File: config.mk
export PLATFORM = sky130hd
export DESIGN_NAME = apcl_port
export DESIGN_NICKNAME = d
export VERILOG_FILES = /design/src/shared/apcl_pkg.sv /design/src/verilog/apcl_port.sv
export VERILOG_INCLUDE_DIRS = /design/src /design/src/shared
export SDC_FILE = /design/constraint.sdc
export NUM_CORES = 1
export LEC_CHECK = 0
export ABC_AREA = 1
export BUFFER_PORTS_ARGS = -buffer_cell sky130_fd_sc_hd__buf_4
export CORE_MARGIN = 3
export CORE_UTILIZATION = 40
export CTS_CLUSTER_DIAMETER = 60
export DETAILED_ROUTE_END_ITERATION = 16
export GPL_TIMING_DRIVEN = 0
export MAX_ROUTING_LAYER = met4
export PLACE_DENSITY = 0.68
export RECOVER_POWER = 100
export SYNTH_ARGS = -nofsm -noshare
export SYNTH_HDL_FRONTEND = slang
export SYNTH_SLANG_ARGS = --single-unit
File: constraint.sdc
create_clock -name clk_i -period 4.1 [get_ports clk_i]
set_clock_uncertainty 0.05 [all_clocks]
set_input_delay 0.41 -clock clk_i [delete_from_list [all_inputs] [get_ports clk_i]]
set_output_delay 0.41 -clock clk_i [all_outputs]
set_load 0.01 [all_outputs]
File: src/shared/apcl_cfg.svh
// Register offsets, field positions, reset values and timing counts of the audio port.
// Assumes a Wishbone slave with word-aligned registers; included by bare name.
`ifndef APCL_CFG_SVH
`define APCL_CFG_SVH

// ****************************************
// Register indices (byte address divided by four)
// ****************************************
`define APCL_IDX_CTRL0      8'h18
`define APCL_IDX_CTRL1      8'h19
`define APCL_IDX_BDIV       8'h1a
`define APCL_IDX_FCTRL      8'h1b
`define APCL_IDX_STAT       8'h1c

// ****************************************
// Field positions
// ****************************************
`define APCL_RX_LAW_BIT     0
`define APCL_RX_CMP_BIT     1
`define APCL_TX_LAW_BIT     2
`define APCL_TX_CMP_BIT     3
`define APCL_LOOP_BIT       8
`define APCL_SIDE_BIT       9
`define APCL_BDIR_BIT       6
`define APCL_FDIR_BIT       11

// ****************************************
// Reset values and programming limits
// ****************************************
`define APCL_CTRL0_RST      16'h0050
`define APCL_CTRL1_RST      16'h000a
`define APCL_BDIV_RST       5'h04
`define APCL_FRATE_RST      11'h040
`define APCL_FRATE_MIN      11'h008
`define APCL_BDIV_MAX       5'h14

`endif

File: src/shared/apcl_pkg.sv
// Types shared by the audio port logic.
// Assumes apcl_cfg.svh supplies the numeric constants.
package apcl_pkg;

    // ****************************************
    // Frame machine states
    // ****************************************
    typedef enum logic [1:0] {
        APCL_IDLE,
        APCL_RUN
    } apcl_state_t;

    // ****************************************
    // Whole module state
    // ****************************************
    typedef struct packed {
        logic [15:0]  ctrl0;
        logic [15:0]  ctrl1;
        logic [4:0]   bdiv;
        logic [11:0]  fctrl;
        logic         ack;
        logic [31:0]  rdat;
        logic [1:0]   bclk_s;
        logic [1:0]   fclk_s;
        logic [1:0]   rxd_s;
        logic         bclk_in_d;
        logic         fclk_in_d;
        logic [6:0]   hcnt;
        logic         bclk;
        logic [10:0]  fcnt;
        logic         fclk;
        apcl_state_t  state;
        logic [4:0]   bitn;
        logic [15:0]  txsh;
        logic [15:0]  rxsh;
        logic [15:0]  dac;
        logic         dac_vld;
        logic         txd;
        logic         bclk_oe;
        logic         fclk_oe;
    } apcl_state_s_t;

endpackage

File: src/verilog/apcl_port.sv
// Serial audio port: clock direction, clock dividers, G.711 compander and loopback.
// Assumes a classic Wishbone master on clk_i and pins that arrive asynchronous to it.
`timescale 1ns/100ps
`include "apcl_cfg.svh"

// How it works
// RL1: Master clocks run only with a path enabled
// RL2: Slave mode keeps clock drivers off
// RL3: Port control one bit 6 drives bit clock
// RL4: Frame control bit 11 drives frame clock
// RL5: Both clock directions set independently
// RL6: Five-bit code picks the bit-clock divisor
// RL7: Frame clock is bit clock over rate
// RL8: Bits 3 and 2 compand transmit data
// RL9: Bits 1 and 0 expand receive data
// RL10: Segment approximation of mu-law and A-law
// RL11: Invert all bits mu, even bits A
// RL12: Code sits in the top eight bits
// RL13: Thirteen or twelve linear bits to eight
// RL14: Sign, exponent, mantissa in code
// RL15: Any compand enable forces 8-bit words
// RL16: Frames may be eight bit clocks long
// RL17: Law bit alone gives plain 8-bit mode
// RL18: Loopback feeds microphone data to DAC
// RL19: Sidetone adds microphone data to DAC
// RL20: Mode B MSB on first edge, A second
// RL21: Frame divider uses internal or external bit clock
// RL22: External party drives input clocks continuously
// RL23: Software programs dividers in range, idle
module apcl_port (
    // Clock and reset
    input  wire logic        clk_i,
    input  wire logic        rst_i,
    // Wishbone slave
    input  wire logic        wb_cyc_i,
    input  wire logic        wb_stb_i,
    input  wire logic        wb_we_i,
    input  wire logic [9:0]  wb_adr_i,
    input  wire logic [3:0]  wb_sel_i,
    input  wire logic [31:0] wb_dat_i,
    output logic      [31:0] wb_dat_o,
    output logic             wb_ack_o,
    // Path enables and data
    input  wire logic        mic_enable_i,
    input  wire logic        dac_enable_i,
    input  wire logic [15:0] mic_data_i,
    output logic      [15:0] dac_data_o,
    output logic             dac_valid_o,
    // Serial pins
    input  wire logic        bclk_i,
    output logic             bclk_o,
    output logic             bclk_oe_o,
    input  wire logic        fclk_i,
    output logic             fclk_o,
    output logic             fclk_oe_o,
    input  wire logic        serial_receive_data_i,
    output logic             serial_transmit_data_o
);

    // ****************************************
    // Helper functions
    // ****************************************

    // Divisor code to bit-clock period in system clocks, doubled (x2 covers 1.5, 5.5)
    function automatic logic [6:0] apcl_div2(input logic [4:0] code);
        logic [6:0] t;
        t = 7'h08;
        case (code)
            5'h00: t = 7'h02;
            5'h01: t = 7'h03;
            5'h02: t = 7'h04;
            5'h03: t = 7'h06;
            5'h04: t = 7'h08;
            5'h05: t = 7'h0a;
            5'h06: t = 7'h0b;
            5'h07: t = 7'h0c;
            5'h08: t = 7'h10;
            5'h09: t = 7'h14;
            5'h0a: t = 7'h16;
            5'h0b: t = 7'h18;
            5'h0c: t = 7'h20;
            5'h0d: t = 7'h28;
            5'h0e: t = 7'h2c;
            5'h0f: t = 7'h30;
            5'h10: t = 7'h32;
            5'h11: t = 7'h3c;
            5'h12: t = 7'h40;
            5'h13: t = 7'h58;
            5'h14: t = 7'h60;
            default: t = 7'h08;
        endcase
        return t;
    endfunction

    // Linear 16-bit to G.711 code; law 1 is A-law
    function automatic logic [7:0] apcl_comp(input logic [15:0] x, input logic law);
        logic [7:0]  c;
        logic [12:0] m;
        logic [2:0]  e;
        logic        s;
        c = 8'h00;
        s = x[15];
        // Magnitude below the sign bit, ones complement for negatives
        m = s ? ~x[14:2] : x[14:2];                     // [RL13] 13-bit magnitude
        if (!law) begin
            // Clip before the bias so the sum stays inside 13 bits
            m = (m > 13'h1fde) ? 13'h1fff : m + 13'h0021; // Mu bias
        end else begin
            m = {1'b0, m[12:1]};                        // [RL13] 12-bit for A-law
        end
        // Segment from the highest set bit; mu segments start one bit higher
        e = 3'h0;
        for (int i = 7; i >= 1; i--) begin
            if (e == 3'h0 && (law ? m[i + 4] : m[i + 5])) begin
                e = 3'(i);
            end
        end
        if (!law) begin
            c = {s, e, m[e + 4'h1 +: 4]};               // [RL10] [RL14]
            c = ~c;                                     // [RL11]
        end else begin
            c = {~s, e, (e == 3'h0) ? m[4:1] : m[e +: 4]}; // [RL10] [RL14]
            c = c ^ 8'h55;                              // [RL11]
        end
        return c;
    endfunction

    // G.711 code back to linear 16-bit
    function automatic logic [15:0] apcl_exp(input logic [7:0] cin, input logic law);
        logic [7:0]  c;
        logic [15:0] v;
        logic [15:0] r;
        c = law ? (cin ^ 8'h55) : ~cin;                 // [RL11]
        if (!law) begin
            v = (({12'h000, c[3:0]} << 3) + 16'h0084) << c[6:4];
            v = v - 16'h0084;                           // [RL10]
            r = c[7] ? 16'(-v) : v;
        end else begin
            // Mid-step reconstruction: half a step added in every segment
            v = {8'h00, c[3:0], 4'h8};
            if (c[6:4] != 3'h0) begin
                v = ({8'h00, c[3:0], 4'h0} + 16'h0108) << (c[6:4] - 3'h1); // [RL10]
            end
            r = c[7] ? v : 16'(-v);
        end
        return r;
    endfunction

    // ****************************************
    // State
    // ****************************************
    apcl_pkg::apcl_state_s_t s_q;
    apcl_pkg::apcl_state_s_t s_d;

    logic        wb_req;
    logic [7:0]  wb_idx;
    logic        bclk_src;
    logic        fclk_src;
    logic        brise;
    logic        bfall;
    logic        frise;
    logic        run;
    logic        eight;
    logic        loop_on;
    logic [15:0] rx_lin;
    logic [15:0] tx_word;
    logic [15:0] mix;

    // Decode and derived controls
    assign wb_req  = wb_cyc_i & wb_stb_i & ~s_q.ack;
    assign wb_idx  = wb_adr_i[9:2];
    assign run     = mic_enable_i | dac_enable_i;                       // [RL1]
    // Any compand enable or law bit selects 8-bit words
    assign eight   = |s_q.ctrl0[`APCL_TX_CMP_BIT:`APCL_RX_LAW_BIT];     // [RL15] [RL17]
    assign loop_on = s_q.ctrl0[`APCL_LOOP_BIT];
    // Bit clock source: own divider when driven, else synchronised pin
    assign bclk_src = s_q.bclk_oe ? s_q.bclk : s_q.bclk_s[1];           // [RL21]
    assign fclk_src = s_q.fclk_oe ? s_q.fclk : s_q.fclk_s[1];
    assign brise    = bclk_src & ~s_q.bclk_in_d;
    assign bfall    = ~bclk_src & s_q.bclk_in_d;
    assign frise    = fclk_src & ~s_q.fclk_in_d;

    // Transmit word, received word and mixer input
    always_comb begin
        tx_word = mic_data_i;
        if (s_q.ctrl0[`APCL_TX_CMP_BIT]) begin
            tx_word = {apcl_comp(mic_data_i, s_q.ctrl0[`APCL_TX_LAW_BIT]), 8'h00}; // [RL8] [RL12]
        end else if (eight) begin
            tx_word = {mic_data_i[15:8], 8'h00};                               // [RL17]
        end
        rx_lin = s_q.rxsh;
        if (s_q.ctrl0[`APCL_RX_CMP_BIT]) begin
            rx_lin = apcl_exp(s_q.rxsh[7:0], s_q.ctrl0[`APCL_RX_LAW_BIT]);   // [RL9]
        end else if (eight) begin
            rx_lin = {s_q.rxsh[7:0], 8'h00};
        end
        mix = loop_on ? mic_data_i : rx_lin;                                  // [RL18]
        if (s_q.ctrl0[`APCL_SIDE_BIT]) begin
            mix = mix + mic_data_i;                                           // [RL19]
        end
    end

    // Next-state logic
    always_comb begin
        s_d = s_q;
        s_d.ack = 1'b0;
        // Register bus
        if (wb_req) begin
            s_d.ack = 1'b1;
            s_d.rdat = 32'h00000000;
            case (wb_idx)
                `APCL_IDX_CTRL0: s_d.rdat = {16'h0000, s_q.ctrl0};
                `APCL_IDX_CTRL1: s_d.rdat = {16'h0000, s_q.ctrl1};
                `APCL_IDX_BDIV:  s_d.rdat = {27'h0, s_q.bdiv};
                `APCL_IDX_FCTRL: s_d.rdat = {20'h00000, s_q.fctrl};
                `APCL_IDX_STAT:  s_d.rdat = {29'h0, eight, s_q.fclk_oe, s_q.bclk_oe};
                default:         s_d.rdat = 32'h00000000;
            endcase
            if (wb_we_i) begin
                case (wb_idx)
                    `APCL_IDX_CTRL0: begin
                        if (wb_sel_i[0]) s_d.ctrl0[7:0]  = wb_dat_i[7:0];
                        if (wb_sel_i[1]) s_d.ctrl0[15:8] = wb_dat_i[15:8];
                    end
                    `APCL_IDX_CTRL1: begin
                        if (wb_sel_i[0]) s_d.ctrl1[7:0]  = wb_dat_i[7:0];        // [RL3] [RL5]
                        if (wb_sel_i[1]) s_d.ctrl1[15:8] = wb_dat_i[15:8];
                    end
                    `APCL_IDX_BDIV: begin
                        if (wb_sel_i[0] && wb_dat_i[4:0] <= `APCL_BDIV_MAX) begin
                            s_d.bdiv = wb_dat_i[4:0];                           // [RL6] [RL23]
                        end
                    end
                    `APCL_IDX_FCTRL: begin
                        if (wb_sel_i[1]) s_d.fctrl[11] = wb_dat_i[11];          // [RL4] [RL5]
                        if (wb_sel_i[0] && wb_sel_i[1] && wb_dat_i[10:0] >= `APCL_FRATE_MIN) begin
                            s_d.fctrl[10:0] = wb_dat_i[10:0];                   // [RL7] [RL23]
                        end
                    end
                    default: ;
                endcase
            end
        end
        // Pin synchronisers
        s_d.bclk_s = {s_q.bclk_s[0], bclk_i};
        s_d.fclk_s = {s_q.fclk_s[0], fclk_i};
        s_d.rxd_s  = {s_q.rxd_s[0], serial_receive_data_i};
        s_d.bclk_in_d = bclk_src;
        s_d.fclk_in_d = fclk_src;
        // Drivers on only when direction is output and a path runs
        s_d.bclk_oe = s_q.ctrl1[`APCL_BDIR_BIT] & run;                          // [RL1] [RL2] [RL3]
        s_d.fclk_oe = s_q.fctrl[`APCL_FDIR_BIT] & run;                          // [RL1] [RL2] [RL4]
        // Bit clock divider, toggles at half period (fractional codes round up to 2 and 6)
        if (!run) begin
            s_d.hcnt = 7'h00;
            s_d.bclk = 1'b0;
        // Low half lasts floor(div/2), high half ceil(div/2) system clocks, for whole divisors from 2
        end else if ({1'b0, s_q.hcnt, 2'b00} + (s_q.bclk ? 10'h004 : 10'h006)
                     >= {3'h0, apcl_div2(s_q.bdiv)}) begin
            s_d.hcnt = 7'h00;                                                   // [RL6]
            s_d.bclk = ~s_q.bclk;
        end else begin
            s_d.hcnt = s_q.hcnt + 7'h01;
        end
        // Frame clock divider, one bit clock high pulse per frame
        if (!run) begin
            s_d.fcnt = 11'h000;
            s_d.fclk = 1'b0;
        end else if (brise) begin
            s_d.fclk = (s_q.fcnt == 11'h000);                                   // [RL7] [RL16]
            s_d.fcnt = (s_q.fcnt + 11'h001 >= s_q.fctrl[10:0]) ? 11'h000 : s_q.fcnt + 11'h001;
        end
        // Serial shifter
        s_d.dac_vld = 1'b0;
        case (s_q.state)
            apcl_pkg::APCL_IDLE: begin
                if (frise) begin
                    s_d.state = apcl_pkg::APCL_RUN;
                    // Mode B: MSB at first rise, mode A one rise later
                    // 5'h1e marks the rise that mode A skips
                    s_d.bitn = s_q.ctrl1[4] ? 5'h1f : 5'h1e;                    // [RL20]
                    // MSB goes out at frame start so the first rise sees it
                    s_d.txd  = tx_word[15];
                    s_d.txsh = {tx_word[14:0], 1'b0};
                end
            end
            apcl_pkg::APCL_RUN: begin
                // No shift before the MSB has been sampled
                if (bfall && s_q.bitn != 5'h1f && s_q.bitn != 5'h1e) begin
                    s_d.txd  = s_q.txsh[15];
                    s_d.txsh = {s_q.txsh[14:0], 1'b0};
                end
                if (brise) begin
                    s_d.bitn = s_q.bitn + 5'h01;
                    if (s_q.bitn != 5'h1e) begin
                        s_d.rxsh = {s_q.rxsh[14:0], s_q.rxd_s[1]};
                    end
                    // Samples at 5'h1f then 0 onward: 8 or 16 in all
                    if (s_q.bitn == (eight ? 5'h06 : 5'h0e)) begin              // [RL15] [RL16]
                        s_d.state = apcl_pkg::APCL_IDLE;
                    end
                end
            end
            default: s_d.state = apcl_pkg::APCL_IDLE;
        endcase
        if (s_q.state == apcl_pkg::APCL_RUN && s_d.state == apcl_pkg::APCL_IDLE) begin
            s_d.dac_vld = 1'b1;
        end
        if (s_q.dac_vld) begin
            s_d.dac = mix;                                                      // [RL18] [RL19]
        end
        if (!run) begin
            s_d.state = apcl_pkg::APCL_IDLE;
        end
    end

    // State register
    always_ff @(posedge clk_i) begin
        if (rst_i) begin
            s_q <= '0;
            s_q.ctrl0 <= `APCL_CTRL0_RST;
            s_q.ctrl1 <= `APCL_CTRL1_RST;
            s_q.bdiv  <= `APCL_BDIV_RST;
            s_q.fctrl <= {1'b0, `APCL_FRATE_RST};
            s_q.state <= apcl_pkg::APCL_IDLE;
        end else begin
            s_q <= s_d;
        end
    end

    // Outputs straight from flip-flops
    assign wb_dat_o  = s_q.rdat;
    assign wb_ack_o  = s_q.ack;
    assign dac_data_o  = s_q.dac;
    assign dac_valid_o = s_q.dac_vld;
    assign bclk_o    = s_q.bclk;
    assign bclk_oe_o = s_q.bclk_oe;
    assign fclk_o    = s_q.fclk;
    assign fclk_oe_o = s_q.fclk_oe;
    assign serial_transmit_data_o = s_q.txd;

endmodule // apcl_port

# Yosys cells after proc, flatten, opt, wreduce, memory -nomap -nowiden
# Memory sizes are Yosys's and may differ from the RTL's. A register that Yosys moved wholly into a read port is not among the register bits.
# Cells that the tools add are included.
# classes
addsub,13
order_cmp,5
n_eq_ne,12
n_shift,4
mux,61
bitwise,20
n_reduce_logical,37
# op_table
cell,n
$mux W16,12
$pmux W16 S5,1
$mux W13,4
$mux W3,14
$pmux W21 S2,1
$eq A8 B5 Y1 const B,5
$mux W33,1
$neg A16 Y16,2
$reduce_and A4 Y1,7
$mux W8,3
$mux W23,1
$logic_not A3 Y1,7
$add A16 B16 Y16,1
$not A8 Y8,2
$shl A10 B3 Y16,1
$shl A9 B3 Y16,1
$sub A16 B8 Y16 const B,1
$mux W7,2
$add A13 B6 Y13 const B,1
$gt A13 B13 Y1 const B,1
$mux W1,13
$not A13 Y13,1
$shiftx A13 B4 Y4,1
$shiftx A13 B5 Y4,1
other kinds (35),68
# word_totals
regBits,169
romBits,224
input_bits,72
out_inout_bits,55
wordCells,180
memories,1
# mem_list
memory,words,width,rd,rd_clocked_by_memory_dff,wr,line_no,text
(name not given),32,7,1,1,0,apcl_port.sv:68,case (code)

# Logic depth before layout (Yosys ltp)
# Gate-level depths: netlist (run 1).
# logic_depth
ltp_word,43
mapped_depth,38
ltp_nobuf,37

# Worst setup path before layout (run 1)
# Ideal clock, no wire load.
# synth_timing
path_type,register to register
from,register s_q[26] in the netlist's numbering
to,"register s_q, in the netlist dac_data_o[13]"
setup_time_ps,132
arrival_time_ps,4316
t_required_ps,3918
path_slack_ps,-398
path_stages_with_launch,34
path_buffers,4
synth_period_minus_slack_ps,4498
cell_sequence,dfxtp_1 > clkbuf_1 > clkbuf_1 > clkbuf_1 > ha_1 > clkbuf_1 > inv_1 > ha_1 > inv_1 > nand3_1 > nand2_1 > inv_1 > nand2_1 > nor2_1 > nor2_1 > nor2_1 > o221ai_1 > nand3_1 > o21ai_0 > inv_1 > ha_1 > nand2_1 > o21ai_0 > a21oi_1 > o21ai_0 > a21oi_1 > o21ai_0 > nand3_1 > nand3_1 > nand3_1 > nand2_1 > inv_1 > nand2_1 > a21oi_1
# synth_via
elab_chain_cells,14
word_cells_on_any_way,21
cone_classes,add/sub: 5; shift: 2; mux: 11; bitwise: 2; reduce/logical: 1
# synth_rtl
item,line_no,text
start: declaration,apcl_port.sv:152,apcl_pkg::apcl_state_s_t s_q;
branches (longest 10 deep; another with $sub A16 B8 Y16),n/a,
$mux W16 *,apcl_port.sv:192,if (s_q.ctrl0[`APCL_RX_CMP_BIT]) begin
$mux W16 *,apcl_port.sv:197,mix = loop_on ? mic_data_i : rx_lin;
$add A16 B16 Y16,apcl_port.sv:199,mix = mix + mic_data_i;
$mux W16 *,apcl_port.sv:198,if (s_q.ctrl0[`APCL_SIDE_BIT]) begin
# Every way passes the cells marked *. The select of a mux whose other input is x is not followed.
# A chain may end at the register's enable or synchronous reset.

# Final worst setup path (run 1)
# layout_timing
from,register s_q[153] in the netlist's numbering
to,"register s_q, in the netlist dac_data_o[10]"
# layout_via
elab_chain_cells,13
word_cells_on_any_way,22
cone_classes,add/sub: 7; shift: 2; mux: 11; reduce/logical: 2
# layout_rtl
item,line_no
branches (longest 9 deep; another with $sub A16 B8 Y16),n/a
$mux W16 *,apcl_port.sv:192
$mux W16 *,apcl_port.sv:197
$add A16 B16 Y16,apcl_port.sv:199
$mux W16 *,apcl_port.sv:198
# Marked as above.

==> impl_metrics.ini, run 1 <==
[finish]
multi_input_comb_area_um2 = 7310
nets = 2039
final_cells = 2297
fillers = 2718
n_antenna_cell = 0
layout-drive-gt1-share_pct = 20.4
layout_commonest_cell = nand2_1
most-common-layout-cells = nand2_1 (343), inv_1 (179), dfxtp_1 (156), a21oi_1 (146), buf_4 (144)
area_growth_pct = 25.2
seq_area_um2 = 3190

[setup_path]
cp_max_fo = 6
r2r_end = dac_data_o[10]$_SDFFE_PP0P_
endpoint_kind = register
cp_slowest_cell = ha_1
required_ns = 4.41
cpPeakStageDelay_ns = 0.36
r2r_cells = 29
rr_startpoint = s_q[153]$_SDFFE_PP0P_
worstSetupPathType = register to register
worst-r2r-setup-slack_ns = -0.36
startpoint_type = register
cp-startpoint = s_q[153]$_SDFFE_PP0P_
cp-endpoint = dac_data_o[10]$_SDFFE_PP0P_
arrival_ns = 4.78

[drt]
ant_nets = 0
vias_per_cell = 5.35
via_count = 12300
dr.first_iter.drc_count = 1147
routedWlPerCell_um = 15.8
routed_wl_um = 36400
dr.pass1.iters = 6
drc = 0

[die]
ios = 127
die_area_um2 = 30200
core_um2 = 27300
die_height_um = 174
rows = 60
die_w_um = 174
initial_core_util_pct = 41.2

[pwr]
power.leakage_nw = 6.31
vdd_drop_max_mv = 0.272
power.density_nw_per_um2 = 264

[clocking]
cts_made_buffers = 17
cts_tree = done
clk_path_buf_depth = 2
cts_hold_buf = 0
clk_pin_slew_ns = 0.08
cts_max_level = 4
numClockSinks = 159
clock_latency_ns = 0.44
root_buffer = clkbuf_16

[status]
outcome = complete, but fails checks
violations = negative setup slack

[sta]
tns_ns = -1.65
hold_viol = 0
fin_ws_ns = -0.363
tightest_slew_ns = 1.08
report.final.slew_viol_count = 0
period_needed_ns = 4.46
fmax_mhz = 224
fin_crit_sh_pct = 109
rsz0062_at_grt = yes
setup_viol = 8
maxSlewHeadroom_pct = 27.2

[synthesis]
ys_types = 64
yosys_warnings = 0
avgSynthCellArea_um2 = 6.49
syn_inst = 1735
synth_area_leaders = dfxtp_1 (28%), nand2_1 (13%), a21oi_1 (7.0%), o21ai_0 (6.9%), inv_1 (6.4%)
synthesis.area_um2 = 11300
ys_ff_latch = 159
synth_top_cell_area_share_pct = 28.3
synth_top_area_cell = dfxtp_1
ys_seq_area_share_pct = 28.3

[place]
portBuffers = 88
dp_hpwl_um = 26600
gp_congestion = 0.963
dp_cells = 2213

[global_routing]
grt_pass1_wl_um = 56900
grtUsageTotal_pct = 23.5
grt_max_degree = 20
grt_pass1_vias = 11200
antenna_found_initial = 0
grt_remaining_overflow = 0

[flow_run]
drv_cap = 0

[min_path]
hold_class = input port to register
[per-stage QoR]
stage          utilization, %  instance area (um2)  worst slack (ns)  hold slack [ns]  power, W
2_1_floorplan               -                11400            0.0186            0.338   0.00190
3_3_place_gp             45.8                12500            -0.755            0.345   0.00204
3_5_place_dp             45.8                12500            -0.821            0.349   0.00204
4_1_cts                  50.9                13900            -0.156            0.114   0.00374
5_1_grt                  51.6                14100            -0.589            0.129   0.00386
6_report                 51.6                14100            -0.363            0.122   0.00372
[cell families after synthesis]
family	synth area share, %
other	0.0333
AOI/OAI and AO/OA	21.9
xor gates and xnor gates	2.39
buffers and inverters	13.2
and+or+nand+nor	28.0
DFF	28.3
adders and majority gates	6.18
[cells in the mapped netlist, drive strengths merged]
library cell,number
inv,206
o21bai,10
o31ai,2
buf,62
o22ai,10
clkinv,7
o41ai,1
o2bb2ai,2
a221oi,3
o21ai,164
xnor2,5
nand4,10
nor2,160
o211ai,19
a21oi,159
xor2,24
a311oi,2
a2111oi,1
a21o,2
or2,7
o221ai,8
ha,54
fa,1
nand3,121
o211a,1
nor4,5
dfxtp,159
o2111ai,2
nor3,14
o21a,6
and2,2
nand2,403
a31oi,19
o221a,1
a32oi,7
clkbuf,54
a41oi,1
a211oi,8
a22oi,4
conb,1
and3b,1
nand3b,7
[worst max-delay path, delay by kind of cell (launching register included)]
family	cells	cell delay, ns
xor+xnor	1	0.20
compound gates	12	1.73
fa+ha+maj	4	0.90
simple gates	5	0.43
buf+inv	7	0.75
flops	1	0.33
[report_power, final]
group          internal [W]  switching [W]  total (W)  leakage (nW)
combinational      0.000166       0.000293   0.000459          4.71
clock              0.000895       0.000798    0.00169         0.309
sequential          0.00156      0.0000108    0.00157          1.29
[repair_timing]
action	4_1_cts	5_1_grt
resized for setup	120	67
hold endpoints to repair	0	0
buffers inserted	37	16
pin swaps	65	47
endpoints found under the setup margin	9	11
[worst min-delay path by stage]
stage                          startpoint                  to  slack (ns)  cells after the start
CTS                                fclk_i  s_d[84]$_SDFF_PP0_        0.11                      3
finish                             bclk_i  s_d[86]$_SDFF_PP0_        0.12                      3
global placement       s_d[82]$_SDFF_PP0_  s_q[82]$_SDFF_PP0_        0.35                      2
detailed placement     s_d[84]$_SDFF_PP0_  s_q[84]$_SDFF_PP0_        0.35                      2
global route        serial_receive_data_i  s_d[82]$_SDFF_PP0_        0.13                      3
floorplan              s_d[82]$_SDFF_PP0_  s_q[82]$_SDFF_PP0_        0.34                      2
[per-layer routing]
layer  GRT usage [%]  up-vias  part of all wire, %  routed length (um)
met4            6.84        0                  2.2                 815
met5               -        -                    0                   0
met2            36.3      534                   44               16200
met1            31.9     5632                   46               16500
li1                -     6057                    -                   -
met3            3.53       65                  7.7                2820
[state kept, by name, summed over array words and instances (netlist names), named ones only]
register	count
fclk_o	1
s_q	109
wb_ack_o	1
s_d	3
wb_dat_o	16
dac_data_o	16
loop_on	1
dac_valid_o	1
bclk_oe_o	1
serial_transmit_data_o	1
bclk_o	1
fclk_oe_o	1
[final cells by class]
class	count	share of cell area, %
tap	372	3.30
timing repair buffer	141	6.79
clock inverter	15	1.54
inverter	213	5.92
sequential	159	22.6
multi-input combinational	1265	51.8
clock buffer	17	3.02
buffer	115	5.01
No activity file was read; power rests on OpenSTA's default activity.
==> inputs of run 2 (changes only) <==
SKIP_LAST_GASP = 1   (was not set)
==> run 2 against run 1 <==
The run still ends with negative setup slack left; first-iteration DRC count decreased by 2.9%; via count barely moved; final area is essentially flat; sequential share of layout area hardly changed; utilization is 0.050 points lower.
==> impl_metrics.ini, run 2 (synthesis results as in run 1) <==
[pwr]
power_w = 0.00373
power.leakage_nw = 6.31
vdd_drop_max_mv = 0.274
power.density_nw_per_um2 = 265

[drt]
vias_per_cell = 5.35
via_count = 12300
dr.first_iter.drc_count = 1114
dr.pass1.iters = 7
drc = 0
routed_wl_um = 36400
routedWlPerCell_um = 15.8
ant_nets = 0

[setup_path]
worstSetupPathType = register to register
arrival_ns = 4.78
cpPeakStageDelay_ns = 0.36
endpoint_kind = register
cp_max_fo = 6
startpoint_type = register
required_ns = 4.42
cp_slowest_cell = ha_1

[finish]
largest_reg_flops = 109
nets = 2039
area_growth_pct = 25.1
layout_commonest_cell = nand2_1
layout-drive-gt1-share_pct = 20.2
fillers = 2721
n_antenna_cell = 0
largest-register = s_q
most-common-layout-cells = nand2_1 (343), inv_1 (180), dfxtp_1 (156), a21oi_1 (147), buf_4 (144)

[sta]
period_needed_ns = 4.46
tightest_slew_ns = 1.17
fin_ws_ns = -0.362
setup_viol = 8
hold_viol = 0
rsz0062_at_grt = yes
fmax_mhz = 224
report.final.slew_viol_count = 0
maxSlewHeadroom_pct = 21.3
fin_crit_sh_pct = 109
tns_ns = -1.83

[die]
die_height_um = 174
rows = 60
die_area_um2 = 30200
core_um2 = 27300
ios = 127
initial_core_util_pct = 41.2
die_w_um = 174

[global_routing]
grt_use_met3_pct = 3.53
grtUsageMet2_pct = 36.3
grt_max_degree = 20
grt_pass1_vias = 11200
grt_remaining_overflow = 0
gr-max-usage-layer = met2
grt_use_met1_pct = 31.9
antenna_found_initial = 0
grtUsageTotal_pct = 23.5
grt_pass1_wl_um = 56900

[min_path]
hold_class = input port to register

[clocking]
cts_hold_buf = 0
clk_path_buf_depth = 2
cts_tree = done
root_buffer = clkbuf_16
clk_pin_slew_ns = 0.08
cts_made_buffers = 17
numClockSinks = 159
clock_latency_ns = 0.44
cts_max_level = 4

[place]
dp_hpwl_um = 26600
pre_cts_ws_ns = -0.821
portBuffers = 88
gp_congestion = 0.963

[status]
outcome = complete, but fails checks
violations = negative setup slack

[flow_run]
drv_cap = 0
==> run 2: cell counts in the layout (fill, tap and decap cells not counted) <==
No cell type changed its count.
==> run 2: final cells by class <==
cell class                 instances  area [um2]  area share (%)
clock inverter                    15         218            1.55
multi-input combinational       1265        7290            51.7
sequential                       159        3190            22.7
tap                              372         465            3.30
buffer                           115         707            5.02
inverter                         213         835            5.92
clock buffer                      17         425            3.02
timing repair buffer             141         957            6.79
==> run 2: what timing repair did <==
action	CTS	global route
endpoints found under the setup margin	9	11
gates cloned	0	0
resized for setup	120	63
setup buffers	37	16
pin swaps	65	46
==> run 2: power breakdown <==
group,switching (W),internal [W]
Sequential,0.0000109,0.00156
Clock,0.000805,0.000895
Combinational,0.000292,0.000166
Total,0.00111,0.00262
==> run 2: through the flow <==
| step | hold WS [ns] | util (%) | instances | cell area, um2 |
|---|---|---|---|---|
| after floorplan | 0.338 | - | 1753 | 11400 |
| after global placement | 0.345 | 45.8 | 2213 | 12500 |
| after detailed placement | 0.349 | 45.8 | 2213 | 12500 |
| after CTS | 0.114 | 50.9 | 2281 | 13900 |
| after global routing | 0.129 | 51.6 | 2297 | 14100 |
| final | 0.119 | 51.6 | 2297 | 14100 |
==> run 2: worst paths after layout <==
kind                            slack [ns]                  start                     endpoint  cells after the start
worst max-delay path                 -0.36  s_q[153]$_SDFFE_PP0P_  dac_data_o[10]$_SDFFE_PP0P_                     29
worst min-delay path                  0.12  serial_receive_data_i           s_d[82]$_SDFF_PP0_                      3
worst max register to register       -0.36  s_q[153]$_SDFFE_PP0P_  dac_data_o[10]$_SDFFE_PP0P_                     29
worst min register to register        0.36     s_d[86]$_SDFF_PP0_           s_q[86]$_SDFF_PP0_                      2
==> run 2: metal layers <==
metal | vias up | wire, um
met2 | 536 | 16200
li1 | 6051 | -
met1 | 5652 | 16500
met4 | 0 | 785
met5 | - | 0
met3 | 58 | 2900
==> run 2: worst max-delay path, delay by kind of cell (launching register included) <==
family	cells	cell delay (ns)
xor+xnor	1	0.18
simple gates	5	0.43
compound gates	12	1.76
buf+inv	7	0.74
flops	1	0.33
fa+ha+maj	4	0.90
